===== src/logic/ebac_pkg.sv =====
// ebac_pkg: constants, register map and types for the external bus auxiliary control.
// assumes a 32-bit avalon-mm register port with byte addresses and one 125 MHz clock.
package ebac_pkg;
  localparam int unsigned AVS_AW = 10;
  localparam int unsigned XADDR_W = 16;
  // register indices; byte address is four times the index
  localparam logic [7:0] IDX_AUX = 8'h8e;
  localparam logic [7:0] IDX_MODE = 8'h8f;
  localparam logic [7:0] IDX_STAT = 8'h90;
  localparam logic [AVS_AW-1:0] ADR_AUX = {IDX_AUX, 2'b00};
  localparam logic [AVS_AW-1:0] ADR_MODE = {IDX_MODE, 2'b00};
  localparam logic [AVS_AW-1:0] ADR_STAT = {IDX_STAT, 2'b00};
  // aux_bus_control fields
  localparam int unsigned B_SUPPRESS = 0;
  localparam int unsigned B_EXTMEM = 1;
  localparam int unsigned B_XRS_LO = 2;
  localparam int unsigned B_XRS_HI = 4;
  localparam int unsigned B_STRETCH = 5;
  localparam logic [2:0] XRS_RESET = 3'h2;
  // mode register: bit 0 double-speed; status register fields
  localparam int unsigned B_X2 = 0;
  localparam int unsigned B_ST_BUSY = 0;
  localparam int unsigned B_ST_ALE_OFF = 1;
  localparam int unsigned B_ST_LAST_INT = 2;
  // bit of the security byte that carries the external memory choice
  localparam int unsigned SEC_EXTM_BIT = 0;
  // address latch divider, in oscillator periods
  localparam logic [2:0] ALE_DIV_STD = 3'h6;
  localparam logic [2:0] ALE_DIV_X2 = 3'h3;
  // read/write strobe widths in clock periods
  localparam logic [4:0] STRB_SHORT = 5'h06;
  localparam logic [4:0] STRB_LONG = 5'h1e;
  // expanded internal ram sizes in bytes
  localparam logic [XADDR_W-1:0] XSZ_256 = 16'h0100;
  localparam logic [XADDR_W-1:0] XSZ_512 = 16'h0200;
  localparam logic [XADDR_W-1:0] XSZ_768 = 16'h0300;
  localparam logic [XADDR_W-1:0] XSZ_1024 = 16'h0400;
  localparam logic [XADDR_W-1:0] XSZ_1792 = 16'h0700;
  // transfer kinds from the core
  localparam logic [1:0] KIND_MOVX = 2'h0;
  localparam logic [1:0] KIND_CODE_READ = 2'h1;
  localparam logic [1:0] KIND_FETCH = 2'h2;
  typedef enum logic [2:0] {ST_IDLE, ST_INT, ST_IRD, ST_ADDR, ST_STRB, ST_DONE} ebac_state_t;

  function automatic logic [XADDR_W-1:0] ebac_expanded_internal_ram_size(input logic [2:0] sel);
    case (sel)
      3'h0: ebac_expanded_internal_ram_size = XSZ_256;
      3'h1: ebac_expanded_internal_ram_size = XSZ_512;
      3'h2: ebac_expanded_internal_ram_size = XSZ_768;
      3'h3: ebac_expanded_internal_ram_size = XSZ_1024;
      default: ebac_expanded_internal_ram_size = XSZ_1792;
    endcase
  endfunction
endpackage


===== src/logic/ebac_aux_ctrl.sv =====
// ebac_aux_ctrl: address latch strobe, strobe stretching, expanded ram sizing and
// internal/external routing of data moves, behind one avalon-mm register port.
// assumes the core holds a transfer request until done and that the security byte is stable.
// Functional notes
// - with suppress clear, the latch strobe runs at 1/6 of the clock, 1/3 in double speed.
// - with suppress set, the latch strobe only appears for external moves, reads and fetches.
// - while the latch strobe is suppressed its pin is released and weakly pulled high.
// - read and write strobes last 6 clock periods, or 30 with stretch set.
// - the size field picks 256, 512, 768 (default), 1024 or 1792 bytes of internal ram.
// - with external select clear data moves below the selected size go to internal ram, the rest and all moves with it set go to the bus.
// - after power-up the external select bit is loaded from the security byte.
// - reset clears stretch and suppress, sets size to 010 and takes select from security.
//
// Added by the designer: the Avalon-MM register port.
`timescale 1ns/1ps
module ebac_aux_ctrl (
  // clock and reset
  input wire logic i_mclk,
  input wire logic i_rstn,
  // avalon-mm register port
  input wire logic [ebac_pkg::AVS_AW-1:0] i_avs_address,
  input wire logic i_avs_read,
  input wire logic i_avs_write,
  input wire logic [31:0] i_avs_writedata,
  output logic [31:0] o_avs_readdata,
  output logic o_avs_waitrequest,
  // security configuration
  input wire logic [7:0] i_security_config_byte,
  // transfer request from the core
  input wire logic i_xfer_req,
  input wire logic [1:0] i_xfer_kind,
  input wire logic i_xfer_wr,
  input wire logic [ebac_pkg::XADDR_W-1:0] i_xfer_addr,
  input wire logic [7:0] i_xfer_wdata,
  output logic o_xfer_done,
  output logic [7:0] o_xfer_rdata,
  // expanded internal ram
  output logic o_expanded_internal_ram_req,
  output logic o_expanded_internal_ram_wr,
  output logic [ebac_pkg::XADDR_W-1:0] o_expanded_internal_ram_addr,
  output logic [7:0] o_expanded_internal_ram_wdata,
  input wire logic [7:0] i_expanded_internal_ram_rdata,
  // external multiplexed bus pins
  output logic o_ale,
  output logic o_ale_oe,
  output logic o_ale_weak_pu,
  output logic o_rd_n,
  output logic o_wr_n,
  output logic [7:0] o_p0_out,
  output logic o_p0_oe,
  input wire logic [7:0] i_p0_in,
  output logic [7:0] o_p2_out
);
  import ebac_pkg::*;

  logic strobe_suppress;
  logic strobe_stretch;
  logic [2:0] expanded_internal_ram_size_sel;
  logic external_mem_select;
  logic x2_mode;
  logic sec_loaded;
  logic avs_ack;
  logic avs_wr_go;
  ebac_state_t state;
  logic [XADDR_W-1:0] addr_q;
  logic wr_q;
  logic [7:0] wdata_q;
  logic [4:0] len_q;
  logic [4:0] strb_cnt;
  logic last_internal;
  logic [2:0] ale_cnt;
  logic ale_tick;
  logic [2:0] ale_div;
  logic [7:0] p0_s1;
  logic [7:0] p0_s2;
  logic ext_active;
  logic take_internal;
  logic [7:0] aux_rd;
  logic [4:0] strb_low_cnt;

  // register bus: one wait cycle, then the access completes
  assign o_avs_waitrequest = (i_avs_read | i_avs_write) & ~avs_ack;
  assign avs_wr_go = i_avs_write & avs_ack;
  // reserved bits read as zero
  assign aux_rd = {2'b00, strobe_stretch, expanded_internal_ram_size_sel, external_mem_select, strobe_suppress};

  always_ff @(posedge i_mclk or negedge i_rstn) begin
    if (!i_rstn) begin
      avs_ack <= 1'b0;
    end else begin
      avs_ack <= (i_avs_read | i_avs_write) & ~avs_ack;
    end
  end

  always_ff @(posedge i_mclk or negedge i_rstn) begin
    if (!i_rstn) begin
      o_avs_readdata <= 32'h0000_0000;
    end else if (i_avs_read && !avs_ack) begin
      case (i_avs_address)
        ADR_AUX: o_avs_readdata <= {24'h00_0000, aux_rd};
        ADR_MODE: o_avs_readdata <= {31'h0000_0000, x2_mode};
        ADR_STAT: o_avs_readdata <= {29'h0000_0000, last_internal, strobe_suppress,
                                     state != ST_IDLE};
        default: o_avs_readdata <= 32'h0000_0000;
      endcase
    end
  end

  // control register; top two bits are never stored
  always_ff @(posedge i_mclk or negedge i_rstn) begin
    if (!i_rstn) begin
      strobe_suppress <= 1'b0;
      strobe_stretch <= 1'b0;
      expanded_internal_ram_size_sel <= XRS_RESET;
      external_mem_select <= 1'b0;
      sec_loaded <= 1'b0;
      x2_mode <= 1'b0;
    end else if (!sec_loaded) begin
      // strap caught on the first edge after release, not by the reset itself
      external_mem_select <= i_security_config_byte[SEC_EXTM_BIT];
      sec_loaded <= 1'b1;
    end else if (avs_wr_go && i_avs_address == ADR_AUX) begin
      strobe_suppress <= i_avs_writedata[B_SUPPRESS];
      strobe_stretch <= i_avs_writedata[B_STRETCH];
      expanded_internal_ram_size_sel <= i_avs_writedata[B_XRS_HI:B_XRS_LO];
      external_mem_select <= i_avs_writedata[B_EXTMEM];
    end else if (avs_wr_go && i_avs_address == ADR_MODE) begin
      x2_mode <= i_avs_writedata[B_X2];
    end
  end

  // latch strobe divider
  assign ale_div = x2_mode ? ALE_DIV_X2 : ALE_DIV_STD;
  assign ale_tick = (ale_cnt == 3'h0);

  always_ff @(posedge i_mclk or negedge i_rstn) begin
    if (!i_rstn) begin
      ale_cnt <= 3'h0;
    end else if (ale_cnt >= ale_div - 3'h1) begin
      ale_cnt <= 3'h0;
    end else begin
      ale_cnt <= ale_cnt + 3'h1;
    end
  end

  // port 0 read data comes from a pin: two flops before use
  always_ff @(posedge i_mclk or negedge i_rstn) begin
    if (!i_rstn) begin
      p0_s1 <= 8'h00;
      p0_s2 <= 8'h00;
    end else begin
      p0_s1 <= i_p0_in;
      p0_s2 <= p0_s1;
    end
  end

  // only indirect data moves below the selected size stay inside
  assign take_internal = (i_xfer_kind == KIND_MOVX) && !external_mem_select &&
                         (i_xfer_addr < ebac_expanded_internal_ram_size(expanded_internal_ram_size_sel));
  assign ext_active = (state == ST_ADDR) || (state == ST_STRB);
  assign o_xfer_done = (state == ST_DONE);

  // transfer sequencer; settings are latched at take so a later write waits its turn
  always_ff @(posedge i_mclk or negedge i_rstn) begin
    if (!i_rstn) begin
      state <= ST_IDLE;
      addr_q <= 16'h0000;
      wr_q <= 1'b0;
      wdata_q <= 8'h00;
      len_q <= STRB_SHORT;
      strb_cnt <= 5'h00;
      last_internal <= 1'b0;
      o_xfer_rdata <= 8'h00;
      o_expanded_internal_ram_req <= 1'b0;
    end else begin
      o_expanded_internal_ram_req <= 1'b0;
      case (state)
        ST_IDLE: begin
          if (i_xfer_req && sec_loaded) begin
            addr_q <= i_xfer_addr;
            wr_q <= i_xfer_wr && (i_xfer_kind == KIND_MOVX);
            wdata_q <= i_xfer_wdata;
            len_q <= strobe_stretch ? STRB_LONG : STRB_SHORT;
            last_internal <= take_internal;
            if (take_internal) begin
              o_expanded_internal_ram_req <= 1'b1;
              state <= ST_INT;
            end else begin
              state <= ST_ADDR;
            end
          end
        end
        ST_INT: state <= ST_IRD;
        ST_IRD: begin
          if (!wr_q) begin
            o_xfer_rdata <= i_expanded_internal_ram_rdata;
          end
          state <= ST_DONE;
        end
        ST_ADDR: begin
          strb_cnt <= len_q - 5'h01;
          state <= ST_STRB;
        end
        ST_STRB: begin
          if (strb_cnt == 5'h00) begin
            if (!wr_q) begin
              o_xfer_rdata <= p0_s2;
            end
            state <= ST_DONE;
          end else begin
            strb_cnt <= strb_cnt - 5'h01;
          end
        end
        ST_DONE: state <= ST_IDLE;
        default: state <= ST_IDLE;
      endcase
    end
  end

  always_ff @(posedge i_mclk or negedge i_rstn) begin
    if (!i_rstn) begin
      o_expanded_internal_ram_wr <= 1'b0;
      o_expanded_internal_ram_addr <= 16'h0000;
      o_expanded_internal_ram_wdata <= 8'h00;
    end else if (i_xfer_req && state == ST_IDLE && take_internal) begin
      o_expanded_internal_ram_wr <= i_xfer_wr;
      o_expanded_internal_ram_addr <= i_xfer_addr;
      o_expanded_internal_ram_wdata <= i_xfer_wdata;
    end
  end

  // pins follow the sequencer one cycle later
  always_ff @(posedge i_mclk or negedge i_rstn) begin
    if (!i_rstn) begin
      o_ale <= 1'b0;
      o_ale_oe <= 1'b1;
      o_ale_weak_pu <= 1'b0;
    end else begin
      o_ale <= (state == ST_ADDR) || (!strobe_suppress && !ext_active && ale_tick);
      // released pin idles high through the weak pull, avoiding edges
      o_ale_oe <= !strobe_suppress || ext_active;
      o_ale_weak_pu <= strobe_suppress && !ext_active;
    end
  end

  always_ff @(posedge i_mclk or negedge i_rstn) begin
    if (!i_rstn) begin
      o_rd_n <= 1'b1;
      o_wr_n <= 1'b1;
      o_p0_out <= 8'h00;
      o_p0_oe <= 1'b0;
      o_p2_out <= 8'h00;
    end else begin
      o_rd_n <= !(state == ST_STRB && !wr_q);
      o_wr_n <= !(state == ST_STRB && wr_q);
      o_p0_out <= (state == ST_ADDR) ? addr_q[7:0] : wdata_q;
      o_p0_oe <= (state == ST_ADDR) || (state == ST_STRB && wr_q);
      o_p2_out <= ext_active ? addr_q[15:8] : o_p2_out;
    end
  end

  // helper: length of the last strobe pulse
  always_ff @(posedge i_mclk or negedge i_rstn) begin
    if (!i_rstn) begin
      strb_low_cnt <= 5'h00;
    end else if (!o_rd_n || !o_wr_n) begin
      strb_low_cnt <= strb_low_cnt + 5'h01;
    end else begin
      strb_low_cnt <= 5'h00;
    end
  end

  AST_ALE_DIV: assert property (@(posedge i_mclk) disable iff (!i_rstn)
    (ale_tick && !x2_mode) |=> (!ale_tick || x2_mode)[*5] ##1 (ale_tick || x2_mode))
    else $error("latch divider is not six cycles");
  AST_ALE_EMIT: assert property (@(posedge i_mclk) disable iff (!i_rstn)
    (!strobe_suppress && state == ST_IDLE && ale_tick) |=> (o_ale && o_ale_oe))
    else $error("latch pulse missing while not suppressed");
  AST_ALE_QUIET: assert property (@(posedge i_mclk) disable iff (!i_rstn)
    (strobe_suppress && state == ST_IDLE) |=> !o_ale)
    else $error("latch pulse emitted while suppressed");
  AST_ALE_WEAK: assert property (@(posedge i_mclk) disable iff (!i_rstn)
    (strobe_suppress && !ext_active) |=> (!o_ale_oe && o_ale_weak_pu))
    else $error("suppressed latch pin still driven");
  AST_STRB_LEN: assert property (@(posedge i_mclk) disable iff (!i_rstn)
    ($rose(o_rd_n && o_wr_n) && sec_loaded) |-> (strb_low_cnt == len_q))
    else $error("strobe length wrong");
  AST_EXPANDED_INTERNAL_RAM_SIZE: assert property (@(posedge i_mclk) disable iff (!i_rstn)
    (state == ST_IDLE && i_xfer_req && sec_loaded && i_xfer_kind == KIND_MOVX &&
     !external_mem_select && i_xfer_addr < ebac_expanded_internal_ram_size(expanded_internal_ram_size_sel))
    |=> (state == ST_INT && o_expanded_internal_ram_req))
    else $error("in-range move not sent to internal ram");
  AST_EXT_ROUTE: assert property (@(posedge i_mclk) disable iff (!i_rstn)
    (state == ST_IDLE && i_xfer_req && sec_loaded && external_mem_select)
    |=> (state == ST_ADDR) ##1 (o_ale && !o_expanded_internal_ram_req))
    else $error("move with external select not sent to bus");
  AST_SEC_LOAD: assert property (@(posedge i_mclk) disable iff (!i_rstn)
    $rose(sec_loaded) |-> (external_mem_select == $past(i_security_config_byte[SEC_EXTM_BIT])))
    else $error("external select not taken from security byte");
  AST_RESET_VAL: assert property (@(posedge i_mclk) disable iff (!i_rstn)
    $rose(sec_loaded) |-> (!strobe_suppress && !strobe_stretch && expanded_internal_ram_size_sel == XRS_RESET))
    else $error("control register reset value wrong");
  AST_WRITE_NEXT: assert property (@(posedge i_mclk) disable iff (!i_rstn)
    (avs_wr_go && sec_loaded && i_avs_address == ADR_AUX) |=>
    (strobe_stretch == $past(i_avs_writedata[B_STRETCH]) &&
     expanded_internal_ram_size_sel == $past(i_avs_writedata[B_XRS_HI:B_XRS_LO])))
    else $error("control write not applied on the next cycle");
endmodule


===== config.mk =====
export PLATFORM = sky130hd
export DESIGN_NAME = ebac_aux_ctrl
export DESIGN_NICKNAME = d
export VERILOG_FILES = /design/src/logic/ebac_pkg.sv /design/src/logic/ebac_aux_ctrl.sv
export SDC_FILE = /design/constraint.sdc
export NUM_CORES = 1
export LEC_CHECK = 0
export BUFFER_PORTS_ARGS = -buffer_cell sky130_fd_sc_hd__buf_2
export CAP_MARGIN = 20
export CORE_AREA = 2 2 114 116
export DETAILED_ROUTE_END_ITERATION = 8
export DIE_AREA = 0 0 116 118
export PLACE_DENSITY = 0.78
export SYNTH_ARGS = -nofsm -noshare
export SYNTH_HDL_FRONTEND = slang
export SYNTH_SLANG_ARGS = --single-unit
export TNS_END_PERCENT = 10

===== constraint.sdc =====
create_clock -name i_mclk -period 3.55 [get_ports i_mclk]
set_clock_uncertainty 0.15 [all_clocks]
set_input_delay 0.1775 -clock i_mclk [delete_from_list [all_inputs] [get_ports i_mclk]]
set_output_delay 0.1775 -clock i_mclk [all_outputs]
set_load 0.02 [all_outputs]

# Word level (Yosys, flattened, before mapping)

Cells that the tools add are included.
W data, S select, Z words.

Logic and storage cells: 119
Bits in registers: 155
Input bits: 98

Eq/ne operators: 17
Bitwise logic cells: 5
Magnitude comparators: 2
Add/subtract/negate cells: 4
Reduce and logical (&&, ||, !) cells: 39
Mux-type cells: 21

Operators by type and width:

| kind                   | number |
|---|---|
| $pmux W11 S4           | 1 |
| $mux W8                | 4 |
| $eq A10 B10 Y1 const B | 3 |
| $pmux W6 S3            | 1 |
| $lt A16 B16 Y1         | 1 |
| $pmux W8 S2            | 1 |
| $pmux W3 S5            | 1 |
| $logic_and A1 B1 Y1    | 14 |
| $eq A3 B2 Y1 const B   | 4 |
| $mux W3                | 4 |
| $mux W5                | 2 |
| $ne A2 B2 Y1 const B   | 5 |
| $pmux W5 S2            | 1 |
| $sub A5 B1 Y5 const B  | 2 |
| $logic_not A3 Y1       | 3 |
| $reduce_and A2 Y1      | 4 |
| $logic_not A1 Y1       | 7 |
| $eq A3 B1 Y1 const B   | 2 |
| $eq A3 B3 Y1 const B   | 2 |
| $logic_not A5 Y1       | 1 |
| $mux W1                | 5 |
| $logic_or A1 B1 Y1     | 4 |
| $reduce_and A4 Y1      | 1 |
| $reduce_bool A2 Y1     | 2 |
| other kinds (11)       | 13 |

# Depth between registers and ports, before layout

Word-level depth: 7
Mapped depth: 10

# Worst setup path after synthesis

No wires, ideal clock.

Path type: register to register
From: register expanded_internal_ram_size_sel[1]
To: register o_expanded_internal_ram_addr[0] in the netlist's numbering
Setup time: 125 ps
Period minus slack after synthesis: 2459 ps
Path slack: 1091 ps
Cell stages (with the launch flop): 9
Arrival: 2184 ps
Required time: 3275 ps
Path through: dfstp_2 -> xor2_1 -> nor2_1 -> ha_1 -> o21ai_0 -> a21oi_1 -> nor3_2 -> buf_2 -> mux2_2

Longest elaborated chain between the ends: 5
Elaborated cells on any way between the ends: 8
Those cells by class: order compare (1); eq/ne (3); mux (1); reduce/logical (3)

Ends and longest elaborated chain:

| what                                 | line                 | RTL |
|---|---|---|
| start, declared                      | ebac_aux_ctrl.sv:58  | `logic [2:0] expanded_internal_ram_size_sel;` |
| start signal, assigned               | ebac_aux_ctrl.sv:125 | `expanded_internal_ram_size_sel <= i_avs_writedata[B_XRS_HI:B_XRS_LO];` |
| $eq A3 B2 Y1 (tied with other cells) | ebac_pkg.sv:46       | `case (sel)` |
| $pmux W11 S4 *                       | ebac_pkg.sv:46       |  |
| $lt A16 B16 Y1 *                     | ebac_aux_ctrl.sv:159 | `(i_xfer_addr < ebac_expanded_internal_ram_size(expanded_internal_ram_size_sel));` |
| $logic_and A1 B1 Y1 *                | ebac_aux_ctrl.sv:158 | `assign take_internal = (i_xfer_kind == KIND_MOVX) && !external_mem_select &&` |
| $logic_and A1 B1 Y1 *                | ebac_aux_ctrl.sv:225 | `end else if (i_xfer_req && state == ST_IDLE && take_internal) begin` |
| end signal, assigned                 | ebac_aux_ctrl.sv:227 | `o_expanded_internal_ram_addr <= i_xfer_addr;` |
| end, declared                        | ebac_aux_ctrl.sv:40  | `output logic [ebac_pkg::XADDR_W-1:0] o_expanded_internal_ram_addr,` |

Every way passes the cells marked *; elsewhere a longest branch is shown, timed or not.
A chain may end at the register's enable or synchronous reset.

# Worst setup path after layout

From: register expanded_internal_ram_size_sel[1]
To: register o_expanded_internal_ram_wdata[5]

Longest elaborated chain between the ends: 5
Elaborated cells on any way between the ends: 8
Those cells by class: order compare (1); eq/ne (3); mux (1); reduce/logical (3)

Ends and longest elaborated chain:

| what                                 | line                 | RTL |
|---|---|---|
| $eq A3 B2 Y1 (tied with other cells) | ebac_pkg.sv:46       |  |
| $pmux W11 S4 *                       | ebac_pkg.sv:46       |  |
| $lt A16 B16 Y1 *                     | ebac_aux_ctrl.sv:159 |  |
| $logic_and A1 B1 Y1 *                | ebac_aux_ctrl.sv:158 |  |
| $logic_and A1 B1 Y1 *                | ebac_aux_ctrl.sv:225 |  |
| end signal, assigned                 | ebac_aux_ctrl.sv:228 | `o_expanded_internal_ram_wdata <= i_xfer_wdata;` |
| end, declared                        | ebac_aux_ctrl.sv:41  | `output logic [7:0] o_expanded_internal_ram_wdata,` |

Marks and branches as above.

==> flow_summary.rst <==
.. list-table::
   :header-rows: 1

   * - Metric
     - Value
   * - Std-Cell Core Area
     - roughly 0.012 mm^2
   * - Share of flip-flops with an asynchronous set or reset after synthesis
     - 1.00
   * - Hold violation count in the final report
     - 0
   * - Primary flip-flop cell chosen by synthesis mapping
     - sky130_fd_sc_hd__dfrtp_1
   * - Clock latency at the later pin of the worst-skew pair
     - just over 0.4 ns
   * - Avg Vias per Cell
     - ~4.8
   * - Total wire length
     - approximately 12 mm
   * - Placer's final routability congestion estimate
     - around 0.83
   * - Remaining number of nets flagged by the antenna check after routing
     - 0
   * - Crit path cell chain
     - xor2_1, nor2_1, ha_1, o21ai_0, a21oi_1, nor3_4, buf_4, mux2_2
   * - Vias in the first global route
     - a little over 4000
   * - Distinct cell type count after synthesis
     - 41
   * - Antenna diodes
     - 0
   * - Transition time at the pin with the least slew margin
     - 1.06 ns
   * - Part of the cycle the worst path needs
     - 0.707
   * - Power density over cell area
     - a little over 700 mW/mm^2
   * - Setup repair after global routing missed its margin
     - false
   * - Type of the most critical hold path
     - in2reg
   * - Crit-path slowest cell
     - sky130_fd_sc_hd__dfstp_2
   * - Most used cells in the layout excluding fill and tap cells
     - sky130_fd_sc_hd__nand2_1 (145), sky130_fd_sc_hd__buf_2 (127), sky130_fd_sc_hd__dfrtp_1 (121)
   * - Relative area change from synthesis to final layout
     - 37.6%
   * - Starting density of the core
     - 0.416
   * - Layout cell share with drive strength beyond 1
     - 0.331
   * - Total DRC errors in the routed layout
     - 0
   * - Hold wc startpoint
     - i_xfer_kind[1]
   * - Count of final setup violators
     - 0
   * - Data required time at the worst endpoint
     - ~3.7 ns
   * - Register bit total from synthesis
     - 125
   * - Clock-pin slew on the worst setup and hold paths
     - around 0.060 ns
   * - Die boundary height
     - 118 um
   * - Worst Hold Depth
     - 4
   * - Length in cells of the worst reg-to-reg path
     - 8
   * - Detailed-routing iteration count for the pre-antenna-repair pass
     - 6
   * - I/O pin cnt
     - ~190
   * - EDFF count, synth
     - 0
   * - Worst vdd rail ir drop
     - about 400 uV
   * - Final HPWL DP
     - just over 8 mm
   * - Clock sink count
     - ~130
   * - Cell area after technology mapping
     - 0.00517 mm^2
   * - DIE AREA
     - 0.0137 mm^2
   * - Largest stage delay, worst path
     - ~0.56 ns
   * - Sequential area share after synthesis
     - 0.606
   * - Type of the setup path with the least slack
     - reg2reg
   * - CTS root buf
     - sky130_fd_sc_hd__clkbuf_16
   * - Yosys warnings
     - 0
   * - Number of vias in the routed layout
     - about 4000
   * - Post-route minimum period
     - between 2 and 3 ns
   * - CTS-repair resized insts
     - 0
   * - Dpl cell area
     - slightly below 0.006 mm^2
   * - Number of maximum-capacitance constraint violations
     - 0
   * - Number of antenna violations at the first check in global routing
     - 0
   * - Worst R2R Setup Slack
     - roughly 1.0 ns
   * - Average footprint of a synthesized cell
     - around 11 um^2
   * - Cell accounting for the most synthesized area
     - sky130_fd_sc_hd__dfrtp_1
   * - Site Rows
     - a little over 40
   * - Crit end category
     - flip-flop
   * - Setup crit start kind
     - flip-flop
   * - First-pass GRT wire length
     - 19.9 mm
   * - Max-slew violations
     - 0
   * - Result of the run
     - completed
   * - Top cells by area, synth
     - sky130_fd_sc_hd__dfrtp_1 (59%), sky130_fd_sc_hd__nand2_1 (11%), sky130_fd_sc_hd__mux2_2 (9.2%)
   * - Startpoint of the worst register-to-register path
     - expanded_internal_ram_size_sel[1]
   * - Synth Instances
     - around 480
   * - Final net count
     - just under 800
   * - Maximum number of pins on one net before global-route repair
     - between 60 and 70
   * - Peak fanout along the critical path
     - 25
   * - Max Fclk
     - 0.399 GHz
   * - Grt ovf
     - 0
   * - Final Instance Area
     - between 0.007 and 0.008 mm^2
   * - Worst Path Arrival
     - 2.65 ns
   * - Hold EP
     - o_expanded_internal_ram_req
   * - Routed wirelength normalized by instance count
     - 14.4 um
   * - Number of buffers created by CTS
     - 17
   * - Number of levels in the clock H-tree
     - 4
   * - Maximum clock insertion buffer count
     - 2
   * - Starting DRT DRC Count
     - 232
   * - Most common cell after layout, fill and taps aside
     - sky130_fd_sc_hd__nand2_1
   * - Capture instance of the worst register-to-register path
     - o_expanded_internal_ram_wdata[5]
   * - Aggregate negative setup slack
     - 0 ns
   * - Static Leak
     - 0.00373 uW
   * - Width of the die
     - between 100 and 150 um
   * - CTS tree
     - done
   * - Share of Yosys cell area claimed by the top area cell type
     - 0.586
   * - Max transition margin
     - 0.295
   * - I/O Buffers
     - between 100 and 150
   * - Overall track demand over capacity in global routing
     - 0.191
==> synthesized netlist by cell type, drive strengths merged, types with 7 or more instances <==
library cell	n
buf	28
nor3	8
nor2	17
inv	9
nand2	145
nor2b	7
clkbuf	15
o21ai	17
dfrtp	121
ha	8
a21oi	8
mux2	42
==> per-layer routing <==
| layer | wire, um | GRT usage | share of wire |
|---|---|---|---|
| met5 | 0 | 0 | 0 |
| met3 | 908 | 0.0659 | 0.074 |
| met4 | 326 | 0.0915 | 0.027 |
| met2 | 6000 | 0.306 | 0.49 |
| met1 | 5020 | 0.228 | 0.41 |
==> stage by stage <==
stage	instances	power, uW	setup slack [ns]	hold slack (ns)	utilization
6_report	849	5140	1.04	0.0549	0.573
5_1_grt	849	5440	0.912	0.0638	0.573
4_1_cts	849	5180	1.05	0.0376	0.573
3_5_place_dp	763	3260	1.06	0.138	0.477
3_3_place_gp	763	3180	1.08	0.137	0.477
2_1_floorplan	500	2830	1.09	-0.268	-
==> power by group <==
group | leakage [uW] | internal, uW | switching [uW] | total (uW)
Combinational | 0.00182 | 506 | 814 | 1320
Clock | 0.000311 | 1240 | 607 | 1850
Sequential | 0.00160 | 1770 | 198 | 1970
==> registers in the layout, indices dropped and copies added, names as in the netlist, 3 cells and up <==
name                            flops
addr_q                             16
ale_cnt                             3
expanded_internal_ram_size_sel      3
o_avs_readdata                      6
o_expanded_internal_ram_addr       16
o_expanded_internal_ram_wdata       8
o_p0_out                            8
o_p2_out                            8
o_xfer_rdata                        8
p0_s1                               8
p0_s2                               8
state                               3
strb_cnt                            5
wdata_q                             8
==> worst max-delay path, delay by kind of cell (launching register included) <==
| family | cells | cell delay [ns] |
|---|---|---|
| buffers and inverters | 1 | 0.35 |
| adders and majority gates | 1 | 0.26 |
| DFF | 1 | 0.56 |
| and+or+nand+nor | 2 | 0.25 |
| AOI/OAI and AO/OA | 2 | 0.27 |
| muxes | 1 | 0.39 |
| xor gates and xnor gates | 1 | 0.15 |
==> kinds of logic (layout without fill, tap and decap cells) <==
group	Yosys count	count (layout)	synth area share
buffers and inverters	52	229	0.0572
flip-flops	125	125	0.606
AND/OR/NAND/NOR	205	205	0.176
multiplexers	43	43	0.0935
XOR/XNOR	2	2	0.00339
AO/OA/AOI/OAI	38	38	0.0431
other	2	27	0.00145
adder cells (fa/ha/maj)	8	8	0.0194
==> worst max-delay path by stage <==
stage,from,to,slack (ns)
after global routing,expanded_internal_ram_size_sel[1],o_expanded_internal_ram_addr[10],0.91
after floorplan,expanded_internal_ram_size_sel[1],o_expanded_internal_ram_addr[0],1.09
after detailed placement,expanded_internal_ram_size_sel[1],o_expanded_internal_ram_addr[4],1.06
after CTS,expanded_internal_ram_size_sel[1],o_expanded_internal_ram_addr[2],1.05
after global placement,expanded_internal_ram_size_sel[1],o_expanded_internal_ram_addr[5],1.08
final,expanded_internal_ram_size_sel[1],o_expanded_internal_ram_wdata[5],1.04
==> timing repair <==
item | CTS | global route
setup buffers | 0 | 0
hold buffers | 54 | 0
hold endpoints to repair | 134 | 0
==> cell type report <==
type	instances	area [um^2]
fill	1051	5310
sequential	125	3130
multi-input combinational	323	1840
timing repair buffer	188	1240
clock buffer	21	480
tap	172	215
clock inverter	11	163
inverter	9	33.8
Note: power is estimated with default switching activity, not from simulation.
